[src/shared/fast_counter_pkg.sv]
// Constants and types shared by the fast-mode encoder counter
package fast_counter_pkg;

    // =========================================================
    // Widths
    localparam int COUNT_W = 25;
    localparam int ADDR_W = 8;
    localparam int DATA_W = 32;

    // =========================================================
    // Register offsets
    localparam logic [ADDR_W-1:0] FEEDBACK_OFS = 8'h00;
    localparam logic [ADDR_W-1:0] CONFIG_OFS = 8'h04;
    localparam logic [ADDR_W-1:0] LOAD_VALUE_OFS = 8'h08;
    localparam logic [ADDR_W-1:0] ASSIGN_OFS = 8'h0c;

    // =========================================================
    // Feedback word fields
    localparam int LIFE_BIT = 31;
    localparam int ISO_BIT = 30;
    localparam int PARAM_FAULT_BIT = 29;
    localparam int EXT_FAULT_BIT = 28;
    localparam int INPUT_LEVEL_BIT = 27;
    localparam int DIRECTION_BIT = 26;
    localparam int GATE_BIT = 25;

    // =========================================================
    // Configuration register fields
    localparam int CFG_FUNC_LSB = 0;
    localparam int CFG_GATE_INV_BIT = 2;
    localparam int CFG_EVAL_LSB = 3;
    localparam int CFG_DIR_INV_BIT = 5;
    localparam int CFG_ISO_BIT = 6;
    localparam int CFG_W = 7;
    localparam int ASSIGN_BIT = 0;

    // =========================================================
    // Reset values
    localparam logic [CFG_W-1:0] CONFIG_RESET = 7'h00;
    localparam logic [COUNT_W-1:0] LOAD_VALUE_RESET = 25'h0000000;

    // =========================================================
    // Modes and states
    typedef enum logic [1:0] {
        FUNC_INPUT = 2'h0,
        FUNC_HARDWARE_GATE = 2'h1,
        FUNC_SYNC_EDGE = 2'h2,
        FUNC_SYNC_ENABLE = 2'h3
    } aux_func_t;

    typedef enum logic [1:0] {
        EVAL_SINGLE = 2'h0,
        EVAL_DOUBLE = 2'h1,
        EVAL_QUAD = 2'h2
    } eval_mode_t;

    typedef enum logic {
        GATE_CLOSED = 1'b0,
        GATE_OPEN = 1'b1
    } gate_state_t;

endpackage : fast_counter_pkg

[src/shared/count_step_if.sv]
// Count step carrier between quadrature decoder and counter
`timescale 1ns/1ps
`default_nettype none
interface count_step_if;
    logic step;
    logic down;
    modport source (output step, output down);
    modport sink (input step, input down);
endinterface : count_step_if
`default_nettype wire

[src/design/quad_decoder.sv]
// Quadrature A/B decoder producing count steps
`timescale 1ns/1ps
`default_nettype none
module quad_decoder (
    input wire logic clk,
    input wire logic sys_rst,
    input wire logic enc_a,
    input wire logic enc_b,
    input wire fast_counter_pkg::eval_mode_t eval_mode,
    input wire logic dir_invert,
    count_step_if.source steps
);
    import fast_counter_pkg::*;

    // =========================================================
    // Previous levels
    logic prev_a;
    logic prev_b;
    logic step_r;
    logic down_r;
    logic next_step;
    logic next_down;

    always_comb begin
        logic a_rise;
        logic a_edge;
        logic b_edge;
        logic raw_down;
        a_rise = enc_a && !prev_a;
        a_edge = enc_a ^ prev_a;
        b_edge = enc_b ^ prev_b;
        raw_down = 1'b0;
        next_step = 1'b0;
        case (eval_mode)
            EVAL_SINGLE: begin
                next_step = a_rise;
                raw_down = enc_b;
            end
            EVAL_DOUBLE: begin
                next_step = a_edge;
                raw_down = enc_a ~^ enc_b;
            end
            EVAL_QUAD: begin
                // Both edges together are a glitch; skipped rather than guessed
                next_step = a_edge ^ b_edge;
                raw_down = a_edge ? (enc_a ~^ enc_b) : (enc_a ^ enc_b);
            end
            default: begin
                next_step = 1'b0;
                raw_down = 1'b0;
            end
        endcase
        next_down = raw_down ^ dir_invert;
    end

    always_ff @(posedge clk) begin
        if (sys_rst) begin
            prev_a <= 1'b0;
            prev_b <= 1'b0;
            step_r <= 1'b0;
            down_r <= 1'b0;
        end else begin
            prev_a <= enc_a;
            prev_b <= enc_b;
            step_r <= next_step;
            down_r <= next_down;
        end
    end

    assign steps.step = step_r;
    assign steps.down = down_r;
endmodule : quad_decoder
`default_nettype wire

[src/design/fast_encoder_counter.sv]
// Fast-mode encoder counter with APB feedback and parameter registers
`timescale 1ns/1ps
`default_nettype none
module fast_encoder_counter (
    input wire logic clk,
    input wire logic sys_rst,
    input wire logic psel,
    input wire logic penable,
    input wire logic pwrite,
    input wire logic [fast_counter_pkg::ADDR_W-1:0] paddr,
    input wire logic [fast_counter_pkg::DATA_W-1:0] pwdata,
    output logic [fast_counter_pkg::DATA_W-1:0] prdata,
    output logic pready,
    output logic pslverr,
    input wire logic enc_a,
    input wire logic enc_b,
    input wire logic enc_zero,
    input wire logic aux_input,
    input wire logic supply_short,
    input wire logic signal_fault,
    input wire logic iso_sample
);
    import fast_counter_pkg::*;

    // =========================================================
    // Bus decode
    logic setup;
    logic access;
    logic wr_config;
    logic wr_load;
    logic wr_assign;
    logic rd_feedback;

    assign setup = psel && !penable;
    assign access = psel && penable && pready;
    assign wr_config = access && pwrite && (paddr == CONFIG_OFS);
    assign wr_load = access && pwrite && (paddr == LOAD_VALUE_OFS);
    assign wr_assign = access && pwrite && (paddr == ASSIGN_OFS) && pwdata[ASSIGN_BIT];
    assign rd_feedback = setup && !pwrite && (paddr == FEEDBACK_OFS);

    // =========================================================
    // Staged and active parameters
    logic [CFG_W-1:0] config_stage;
    logic [COUNT_W-1:0] load_stage;
    logic [CFG_W-1:0] config_active;
    logic param_fault;
    logic [CFG_W-1:0] next_config_stage;
    logic [COUNT_W-1:0] next_load_stage;
    logic [CFG_W-1:0] next_config_active;
    logic next_param_fault;
    logic stage_invalid;

    aux_func_t func;
    eval_mode_t eval_mode;
    logic gate_invert;
    logic dir_invert;
    logic iso_enable;

    assign func = aux_func_t'(config_active[CFG_FUNC_LSB +: 2]);
    assign eval_mode = eval_mode_t'(config_active[CFG_EVAL_LSB +: 2]);
    assign gate_invert = config_active[CFG_GATE_INV_BIT];
    assign dir_invert = config_active[CFG_DIR_INV_BIT];
    assign iso_enable = config_active[CFG_ISO_BIT];

    always_comb begin
        stage_invalid = config_stage[CFG_GATE_INV_BIT]
            && (config_stage[CFG_FUNC_LSB +: 2] != FUNC_HARDWARE_GATE);
        next_config_stage = config_stage;
        next_load_stage = load_stage;
        next_config_active = config_active;
        next_param_fault = param_fault;
        if (wr_config) begin
            next_config_stage = pwdata[CFG_W-1:0];
        end
        if (wr_load) begin
            next_load_stage = pwdata[COUNT_W-1:0];
        end
        if (wr_assign) begin
            // Faulty set is recorded but not applied; old parameters keep running
            next_param_fault = stage_invalid;
            if (!stage_invalid) begin
                next_config_active = config_stage;
            end
        end
    end

    always_ff @(posedge clk) begin
        if (sys_rst) begin
            config_stage <= CONFIG_RESET;
            load_stage <= LOAD_VALUE_RESET;
            config_active <= CONFIG_RESET;
            param_fault <= 1'b0;
        end else begin
            config_stage <= next_config_stage;
            load_stage <= next_load_stage;
            config_active <= next_config_active;
            param_fault <= next_param_fault;
        end
    end

    logic apply_params;
    assign apply_params = wr_assign && !stage_invalid;

    // =========================================================
    // Quadrature decoding
    count_step_if steps ();

    quad_decoder decoder (
        .clk(clk),
        .sys_rst(sys_rst),
        .enc_a(enc_a),
        .enc_b(enc_b),
        .eval_mode(eval_mode),
        .dir_invert(dir_invert),
        .steps(steps.source)
    );

    // =========================================================
    // Gate and input edges
    gate_state_t gate_state;
    gate_state_t next_gate_state;
    logic prev_gate_in;
    logic prev_aux;
    logic prev_zero;
    logic gate_in;
    logic gate_rise;
    logic gate_fall;
    logic counting;
    logic next_prev_gate_in;

    assign gate_in = aux_input ^ gate_invert;
    assign gate_rise = gate_in && !prev_gate_in;
    assign gate_fall = !gate_in && prev_gate_in;

    always_comb begin
        next_gate_state = gate_state;
        next_prev_gate_in = gate_in;
        case (gate_state)
            GATE_CLOSED: begin
                if (gate_rise) begin
                    next_gate_state = GATE_OPEN;
                end
            end
            GATE_OPEN: begin
                if (gate_fall) begin
                    next_gate_state = GATE_CLOSED;
                end
            end
            default: next_gate_state = GATE_CLOSED;
        endcase
        // New assignment waits for a fresh opening edge
        if (apply_params) begin
            next_gate_state = GATE_CLOSED;
            // History takes the new polarity, else a level reads as an edge
            next_prev_gate_in = aux_input ^ config_stage[CFG_GATE_INV_BIT];
        end
    end

    always_ff @(posedge clk) begin
        if (sys_rst) begin
            gate_state <= GATE_CLOSED;
            prev_gate_in <= 1'b0;
            prev_aux <= 1'b0;
            prev_zero <= 1'b0;
        end else begin
            gate_state <= next_gate_state;
            prev_gate_in <= next_prev_gate_in;
            prev_aux <= aux_input;
            prev_zero <= enc_zero;
        end
    end

    // Gate only matters in gate function; otherwise always counting
    assign counting = (func != FUNC_HARDWARE_GATE) || (gate_state == GATE_OPEN);

    // =========================================================
    // Counter
    logic [COUNT_W-1:0] count;
    logic [COUNT_W-1:0] next_count;
    logic direction;
    logic next_direction;
    logic sync_load;

    always_comb begin
        sync_load = 1'b0;
        if (func == FUNC_SYNC_EDGE) begin
            sync_load = aux_input && !prev_aux;
        end else if (func == FUNC_SYNC_ENABLE) begin
            sync_load = enc_zero && !prev_zero && aux_input;
        end
        sync_load = sync_load && counting;
    end

    always_comb begin
        next_count = count;
        next_direction = direction;
        if (apply_params) begin
            next_count = load_stage;
        end else if (sync_load) begin
            next_count = load_stage;
        end else if (counting && steps.step) begin
            // Natural modulo arithmetic gives both wraps
            // Count held from previous closing
            if (steps.down) begin
                next_count = count - 25'h0000001;
            end else begin
                next_count = count + 25'h0000001;
            end
        end
        if (counting && steps.step) begin
            next_direction = steps.down;
        end
    end

    always_ff @(posedge clk) begin
        if (sys_rst) begin
            count <= LOAD_VALUE_RESET;
            direction <= 1'b0;
        end else begin
            count <= next_count;
            direction <= next_direction;
        end
    end

    // =========================================================
    // Feedback snapshot
    logic [DATA_W-1:0] feedback;
    logic [DATA_W-1:0] next_feedback;
    logic feedback_update;

    // Free-running mode refreshes per read so each read sees fresh data
    assign feedback_update = iso_enable ? iso_sample : rd_feedback;

    always_comb begin
        next_feedback = feedback;
        if (feedback_update) begin
            // One register captures everything together
            next_feedback[COUNT_W-1:0] = count;
            next_feedback[GATE_BIT] = counting;
            next_feedback[DIRECTION_BIT] = direction;
            next_feedback[INPUT_LEVEL_BIT] = aux_input;
            next_feedback[EXT_FAULT_BIT] = supply_short || signal_fault;
            next_feedback[PARAM_FAULT_BIT] = param_fault;
            next_feedback[ISO_BIT] = iso_enable && !param_fault;
            next_feedback[LIFE_BIT] = !feedback[LIFE_BIT];
        end
    end

    always_ff @(posedge clk) begin
        if (sys_rst) begin
            feedback <= 32'h00000000;
        end else begin
            feedback <= next_feedback;
        end
    end

    // =========================================================
    // APB answer, zero wait states
    logic [DATA_W-1:0] next_prdata;
    logic next_pready;
    logic next_pslverr;

    always_comb begin
        next_pready = setup;
        next_pslverr = 1'b0;
        next_prdata = 32'h00000000;
        if (setup) begin
            case (paddr)
                FEEDBACK_OFS: begin
                    next_prdata = next_feedback;
                    // Feedback is read-only; a write is flagged
                    next_pslverr = pwrite;
                end
                CONFIG_OFS: next_prdata = {{(DATA_W-CFG_W){1'b0}}, config_stage};
                LOAD_VALUE_OFS: next_prdata = {{(DATA_W-COUNT_W){1'b0}}, load_stage};
                ASSIGN_OFS: next_prdata = 32'h00000000;
                default: next_pslverr = 1'b1;
            endcase
            if (pwrite) begin
                next_prdata = 32'h00000000;
            end
        end
    end

    always_ff @(posedge clk) begin
        if (sys_rst) begin
            prdata <= 32'h00000000;
            pready <= 1'b0;
            pslverr <= 1'b0;
        end else begin
            prdata <= next_prdata;
            pready <= next_pready;
            pslverr <= next_pslverr;
        end
    end
endmodule : fast_encoder_counter
`default_nettype wire

[config.mk]
export PLATFORM = sky130hd
export DESIGN_NAME = fast_encoder_counter
export DESIGN_NICKNAME = d
export VERILOG_FILES = /design/src/shared/fast_counter_pkg.sv /design/src/shared/count_step_if.sv /design/src/design/quad_decoder.sv /design/src/design/fast_encoder_counter.sv
export SDC_FILE = /design/constraint.sdc
export NUM_CORES = 1
export LEC_CHECK = 0
export ABC_AREA = 0
export BUFFER_PORTS_ARGS = -buffer_cell sky130_fd_sc_hd__clkbuf_2
export CAP_MARGIN = 20
export CORE_UTILIZATION = 55
export CTS_CLUSTER_SIZE = 12
export DETAILED_ROUTE_END_ITERATION = 7
export GPL_TIMING_DRIVEN = 0
export PLACE_DENSITY = 0.83
export SYNTH_ARGS = -nofsm -noshare
export SYNTH_HDL_FRONTEND = slang
export SYNTH_SLANG_ARGS = --single-unit
export TNS_END_PERCENT = 10
[constraint.sdc]
create_clock -name clk -period 5.3 [get_ports clk]
set_input_delay 0.795 -clock clk [delete_from_list [all_inputs] [get_ports clk]]
set_output_delay 0.795 -clock clk [all_outputs]
set_load 0.01 [all_outputs]
==> results by group, run 1 <==
Die
  – Die width: 112 um
  – Initial core utilization: around 57%
  – Die height: approximately 110 um
  – Core footprint: ~12,000 sq um
  – Die ar.: ~12,000 sq um
  – Rows: 39
  – I/O pin count: 86

Final layout
  – Area Overhead vs Synth: 18.3%
  – Ant. Diodes: 0
  – Final instance count without filler cells: 1,063
  – Multi-input gate area: approximately 3600 sq um
  – Number of nets in the layout: 984
  – Most common cell after layout, fill and taps aside: nand2_1
  – Sequential cell area: 2800 sq um
  – Share of cells above drive strength 1: 13.9%
  – Filler Cell Count: 930
  – Most frequent cells in the layout: nand2_1 (148), dfxtp_1 (140), a21oi_1 (89)

GRT
  – Final global-route overflow total: 0
  – GRT Total Usage: 30.5%
  – First-pass GRT wire length: 29.9 mm
  – Largest net degree at the start of global routing: 27
  – Antenna violations before repair: 0
  – Vias in the first global route: about 6,000

Synthesis
  – Post-synth ARST share: 0%
  – Largest cells by area after synthesis: dfxtp_1 (42%), nand2_1 (8.4%), a21oi_1 (6.7%), ha_1 (4.5%), nor2_1 (4.4%)
  – Synthesized cell area: 6610 sq um
  – Synth Register Bits: 140
  – Yosys warning count: 0
  – Avg Cell Area, Syn: between 8 and 9 sq um
  – Ys flop type: dfxtp_1
  – Yosys top cell area share: a little over two fifths
  – Post-synth EDFFs: 0
  – Sequential area share after synthesis: 42.4%
  – Mapped Nets: around 890
  – Cell count after synthesis: 809
  – Top cell type by total area after synthesis: dfxtp_1
  – Post-synth cell types: 54

Timing
  – Fin. Hold Viols: 0
  – RSZ-0062 raised after global routing: false
  – Worst slew pin tran: 1130 ps
  – Clock Skew: 5.77 ps
  – Final period util: about 65%
  – Final setup violation count: 0
  – Min Tclk post-route: 3450 ps
  – Max Fclk: 0.290 GHz
  – Max_slew headroom: 24.3%
  – Setup TNS: 0 ps
  – Fin. max-slew vios: 0

Critical path
  – Crit-path max FO: 10
  – Most common cell on crit path: clkbuf_1
  – CP max stage cell: nor3b_1
  – Worst Setup End Kind: flop
  – CP Launch Type: input port
  – Sum of buffers and inverters on the critical path: 3
  – Worst Path Arrival: between 3000 and 4000 ps
  – Worst-path cell chain: clkbuf_2, nor4_4, nand2_2, nor3b_1, and2_1, clkbuf_1, clkbuf_1, nand2_1, a21oi_1
  – Critical path's top delay family: simple AND/OR/NAND/NOR gates
  – Peak per-stage delay on the critical path: 930 ps
  – Req. time, crit path: 5640 ps
  – Critical path class: input port to flop

Clock network
  – Clk pin slew, worst setup/hold paths: approximately 50 ps
  – Clk buf depth: 2
  – CTS tree: done
  – Clk_lat worst skew: 420 ps
  – TritonCTS buffer count: 17
  – PostCTS Resize Cnt: 0
  – CTS Hold Bufs: 0
  – Clk Tree Root Cell: clkbuf_16
  – TritonCTS sink count: between 100 and 150
  – CTS H-Tree Depth: 4
  – Post-CTS Setup Bufs: 0

Route
  – Routed wl met2: 8.42 mm
  – Routed Antenna Nets: 0
  – DR top layer: met4
  – Met1 WL: a little under 8 mm
  – Routed length per instance: 17.9 um
  – Routed vias/inst: 6.13
  – Drt total wl: around 19 mm
  – DR pass1 iterations: 8
  – 1st-iter DRT viols: 1,050
  – DR DRC count: 12
  – Vias: 6,520
  – Wire length on met3: roughly 2.2 mm

Pwr
  – Cell Pwr Density: 315 nW/um^2
  – Peak VDD IR: 0.000242 V
  – Leakage power figure: 3.06 nW

Placed design
  – GP Congestion: 0.901
  – Placed cells: 1,030
  – PortBufs: approximately 80
  – DP HPWL: 13.3 mm

Run
  – Max-cap violations: 0

Hold path
  – Hold Path Class: flop to flop

Status
  – Status: finished, violations left
  – Failing checks: DRC
## metal layers
layer  global-route usage, %  up-vias
met5                       0        -
met4                    13.3        0
met3                    6.42       61
met2                    46.3      426
met1                    41.7     2987
li1                        -     3046
## path summary, 6_finish.rpt
path / start / endpoint / slack [ps] / depth (start not counted)
setup reg to reg: decoder.steps.down / count[22] / 2310 / 10
hold / removal: feedback[12] / feedback[12] / 450 / 2
setup / recovery: paddr[7] / load_stage[7] / 1850 / 9
hold reg to reg: feedback[12] / feedback[12] / 450 / 2
## stage by stage
| stage | cell area (sq um) | power, W | setup slack (ps) | utilization, % | hold WS [ps] |
|---|---|---|---|---|---|
| after detailed placement | 7180 | 0.00126 | 1690 | 62.1 | 444 |
| after CTS | 7790 | 0.00245 | 1840 | 67.4 | 452 |
| after global placement | 7180 | 0.00125 | 1710 | 62.1 | 440 |
| after global routing | 7820 | 0.00252 | 1680 | 67.6 | 472 |
| after floorplan | 6610 | 0.00120 | 2340 | - | 432 |
| final | 7820 | 0.00246 | 1850 | 67.6 | 454 |
## where the power goes
| part | switching, W | total (W) | internal [W] |
|---|---|---|---|
| logic | 0.000102 | 0.000165 | 0.0000633 |
| registers | 0.0000155 | 0.00108 | 0.00107 |
| clock network | 0.000441 | 0.00122 | 0.000774 |
## cell families after synthesis
logic type / after synthesis / synth area share (%)
mux: 24 / 4.16
compound gates: 195 / 18.7
simple gates: 335 / 22.5
xor+xnor: 28 / 3.71
fa+ha+maj: 26 / 4.99
flops: 140 / 42.4
buf+inv: 61 / 3.63
## Yosys cell counts (11+ instances only)
library cell and n:
nand2_1 148, dfxtp_1 140, a21oi_1 89, nor2_1 78, clkbuf_1 45, nand3_1 45
ha_1 24, a31oi_1 21, xnor2_1 18, mux2i_1 17, o21ai_0 16, a211oi_1 13
and2_1 13, inv_1 11
## sequential cells by signal (all words and copies together), names as in the netlist
| signal | count |
|---|---|
| feedback | 32 |
| prdata | 32 |
| count | 25 |
| load_stage | 25 |
| config_active | 7 |
| config_stage | 7 |
| decoder.prev_a | 1 |
| decoder.prev_b | 1 |
| decoder.steps.down | 1 |
| decoder.steps.step | 1 |
| direction | 1 |
| gate_state | 1 |
| param_fault | 1 |
| pready | 1 |
| prev_aux | 1 |
| prev_gate_in | 1 |
| prev_zero | 1 |
| pslverr | 1 |
## tightest hold or removal path, stage by stage (launching register included)
cell     delay, ps
dfxtp_1        310
nand2_1         50
a21oi_1         50
## cell type report
class	count	share of cell area [%]
buffer	50	2.54
clock buffer	21	6.01
clock inverter	11	1.81
inverter	11	0.528
multi-input combinational	608	45.6
sequential	140	35.8
tap	143	2.29
timing repair buffer	79	5.34
(Power assumes the default switching activity.)
==> inputs of run 2 (changes only) <==
--- a/config.mk
+++ b/config.mk
@@ -8,7 +8,7 @@
 export ABC_AREA = 0
 export BUFFER_PORTS_ARGS = -buffer_cell sky130_fd_sc_hd__clkbuf_2
 export CAP_MARGIN = 20
-export CORE_UTILIZATION = 55
+export CORE_UTILIZATION = 52
 export CTS_CLUSTER_SIZE = 12
 export DETAILED_ROUTE_END_ITERATION = 7
 export GPL_TIMING_DRIVEN = 0
==> constraint.sdc (replaced) <==
create_clock -name clk -period 2.8 [get_ports clk]
set_input_delay 0.42 -clock clk [delete_from_list [all_inputs] [get_ports clk]]
set_output_delay 0.42 -clock clk [all_outputs]
set_load 0.01 [all_outputs]
==> run 2 against run 1 <==
Compared with the run above: the flow now finishes without violations; non-clock buffer count did not move; first-iteration DRC count fell by 11%; total power rose by 87%; highest routed layer unchanged.
==> results by group, run 2 (synthesis results as in run 1) <==
Pwr
  – Seq pwr share: 44.4% (+0.5 points)
  – Net Sw Power: 0.00108 W (+93%)
  – Sw Ratio: 23.4% (+0.72 points)
  – Peak VDD IR: 0.000468 V (+93%)
  – Cell Pwr Density: 587 nW/um^2 (+86%)
  – Clock group share of total power: 48.9% (-0.5 points)
  – Comb power frac: 6.7% (about the same)
  – Leakage power figure: 3.08 nW (+0.66%)
  – Int Pwr: 0.00353 W (+86%)

GRT
  – Vias in the first global route: 5,847 (-2.2%)
  – First-pass GRT wire length: 29.9 mm (about the same)
  – Final global-route overflow total: 0 (unchanged)
  – Antenna violations before repair: 0 (unchanged)
  – Largest net degree at the start of global routing: 27 (unchanged)
  – GRT Total Usage: 29.4% (-1.1 points)

Timing
  – Final setup violation count: 0 (unchanged)
  – Fin. max-slew vios: 0 (unchanged)
  – Worst slew pin tran: 959 ps (-174 ps)
  – Clock Skew: 6.78 ps (+1.01 ps)
  – Final period util: around 96%
  – Fin. Hold Viols: 0 (unchanged)
  – RSZ-0062 raised after global routing: true
  – Final Worst Setup Slack: 115 ps (-1730 ps)
  – Max_slew headroom: 35.9% (+12 points)
  – Max Fclk: 0.372 GHz
  – Min Tclk post-route: 2680 ps

Critical path
  – Crit-path max FO: 14 (+4)
  – Req. time, crit path: 3120 ps (-2520 ps)
  – Critical path class: flop to flop
  – CP Launch Type: flop
  – Worst Setup End Kind: flop
  – Worst Path Arrival: 3000 ps (-790 ps)

Route
  – Drt total wl: 19.0 mm (-0.56%)
  – DR pass1 iterations: 6 (-2)
  – Wire length on met3: 1.89 mm (-13%)
  – 1st-iter DRT viols: 939 (-11%)
  – Routed wl met2: 8.44 mm (+0.27%)
  – DR top layer: met4
  – Routed vias/inst: 5.91 (-3.6%)
  – Vias: 6,432 (-1.3%)
  – Routed Antenna Nets: 0 (unchanged)
  – Met1 WL: 8.11 mm (+2.7%)
  – Routed length per instance: 17.4 um (-2.8%)
  – DR DRC count: 0 (-12)

Placed design
  – GP Congestion: 0.896 (-0.61%)
  – DP HPWL: 13.6 mm (+1.7%)
  – PortBufs: 78 (unchanged)
  – Worst slack at placement: -456 ps (-2150 ps)

Die
  – Die height: 115 um (+2.8%)
  – Initial core utilization: 54.2% (-3.0 points)
  – Die ar.: 13,200 sq um (+5.7%)
  – Die width: 115 um (+2.8%)
  – I/O pin count: 86 (unchanged)
  – Rows: 40 (+2.6%)
  – Core footprint: 12,200 sq um (+5.6%)

Clock network
  – Clk pin slew, worst setup/hold paths: 60 ps (about the same)
  – CTS Hold Bufs: 0 (unchanged)
  – TritonCTS sink count: 140 (unchanged)
  – TritonCTS buffer count: 17 (unchanged)
  – CTS H-Tree Depth: 4 (unchanged)
  – CTS tree: done
  – Clk Tree Root Cell: clkbuf_16
  – Clk_lat worst skew: 420 ps (about the same)
  – Clk buf depth: 2 (unchanged)

Final layout
  – Share of cells above drive strength 1: 14.9% (+0.98 points)
  – Filler Cell Count: 986 (+6.0%)
  – Number of nets in the layout: 984 (unchanged)
  – Util after Layout: 64.4% (-3.3 points)
  – Area Overhead vs Synth: 18.8%
  – Ant. Diodes: 0 (unchanged)
  – Biggest regs: feedback x32, prdata x32
  – Most frequent cells in the layout: nand2_1 (148), dfxtp_1 (139), a21oi_1 (89)
  – Most common cell after layout, fill and taps aside: nand2_1

Status
  – Status: finished clean

Hold path
  – Hold Path Class: input port to flop

Run
  – Max-cap violations: 0 (unchanged)
-- run 2: routing by layer --
| metal | track usage [%] | vias to the layer above |
|---|---|---|
| met1 | 39.3 | 2944 |
| li1 | - | 3046 |
| met4 | 12.4 | 0 |
| met3 | 7.27 | 53 |
| met5 | 0 | - |
| met2 | 45.4 | 389 |
-- run 2: metrics by stage --
step / power [W] / hold WS, ps / setup TNS (ps) / std cells / cell area (sq um)
finish: 0.00461 / 216 / 0 / 1088 / 7860
global placement: 0.00238 / 441 / -13950 / 1055 / 7220
global route: 0.00472 / 225 / -56.4 / 1088 / 7860
floorplan: 0.00227 / 432 / 0 / 809 / 6620
detailed placement: 0.00238 / 447 / -16670 / 1055 / 7220
CTS: 0.00459 / 211 / 0 / 1087 / 7830
-- run 2: final timing paths --
path / end / slack [ps] / start / cells past startpoint
setup / recovery: count[20] / 120 / decoder.steps.down / 8
hold / removal: load_stage[22] / 220 / pwdata[22] / 3
setup reg to reg: count[20] / 120 / decoder.steps.down / 8
hold reg to reg: feedback[24] / 460 / feedback[24] / 2
-- run 2: power by group through the flow --
stage / Sequential [W] / Clock, W / Combinational [W]
after CTS: 0.00205 / 0.00225 / 0.000293
after floorplan: 0.00208 / 0 / 0.000193
after global routing: 0.00205 / 0.00234 / 0.000336
after detailed placement: 0.00209 / 0 / 0.000290
final: 0.00205 / 0.00226 / 0.000307
after global placement: 0.00209 / 0 / 0.000285
-- run 2: final cells by class --
| class | instances | area [sq um] | share of cell area, % |
|---|---|---|---|
| buffer | 50 | 203 | 2.58 |
| sequential | 140 | 2810 | 35.7 |
| tap | 168 | 210 | 2.67 |
| inverter | 11 | 41.3 | 0.525 |
| clock buffer | 21 | 480 | 6.11 |
| clock inverter | 11 | 116 | 1.48 |
| multi-input combinational | 608 | 3600 | 45.8 |
| timing repair buffer | 79 | 405 | 5.16 |
-- run 2: critical path: stages (launching register included) --
cell and delay [ps]:
dfxtp_4 470, ha_1 300, nor2b_1 170, o2111ai_1 270, a21boi_0 240, o41ai_2 390
a21oi_1 150, or3_1 340, a41o_1 230
-- run 2: repair_timing --
action	CTS	global route
setup buffers	0	1
gates resized for setup	4	7
setup endpoints to repair	8	20
pin swaps	1	0
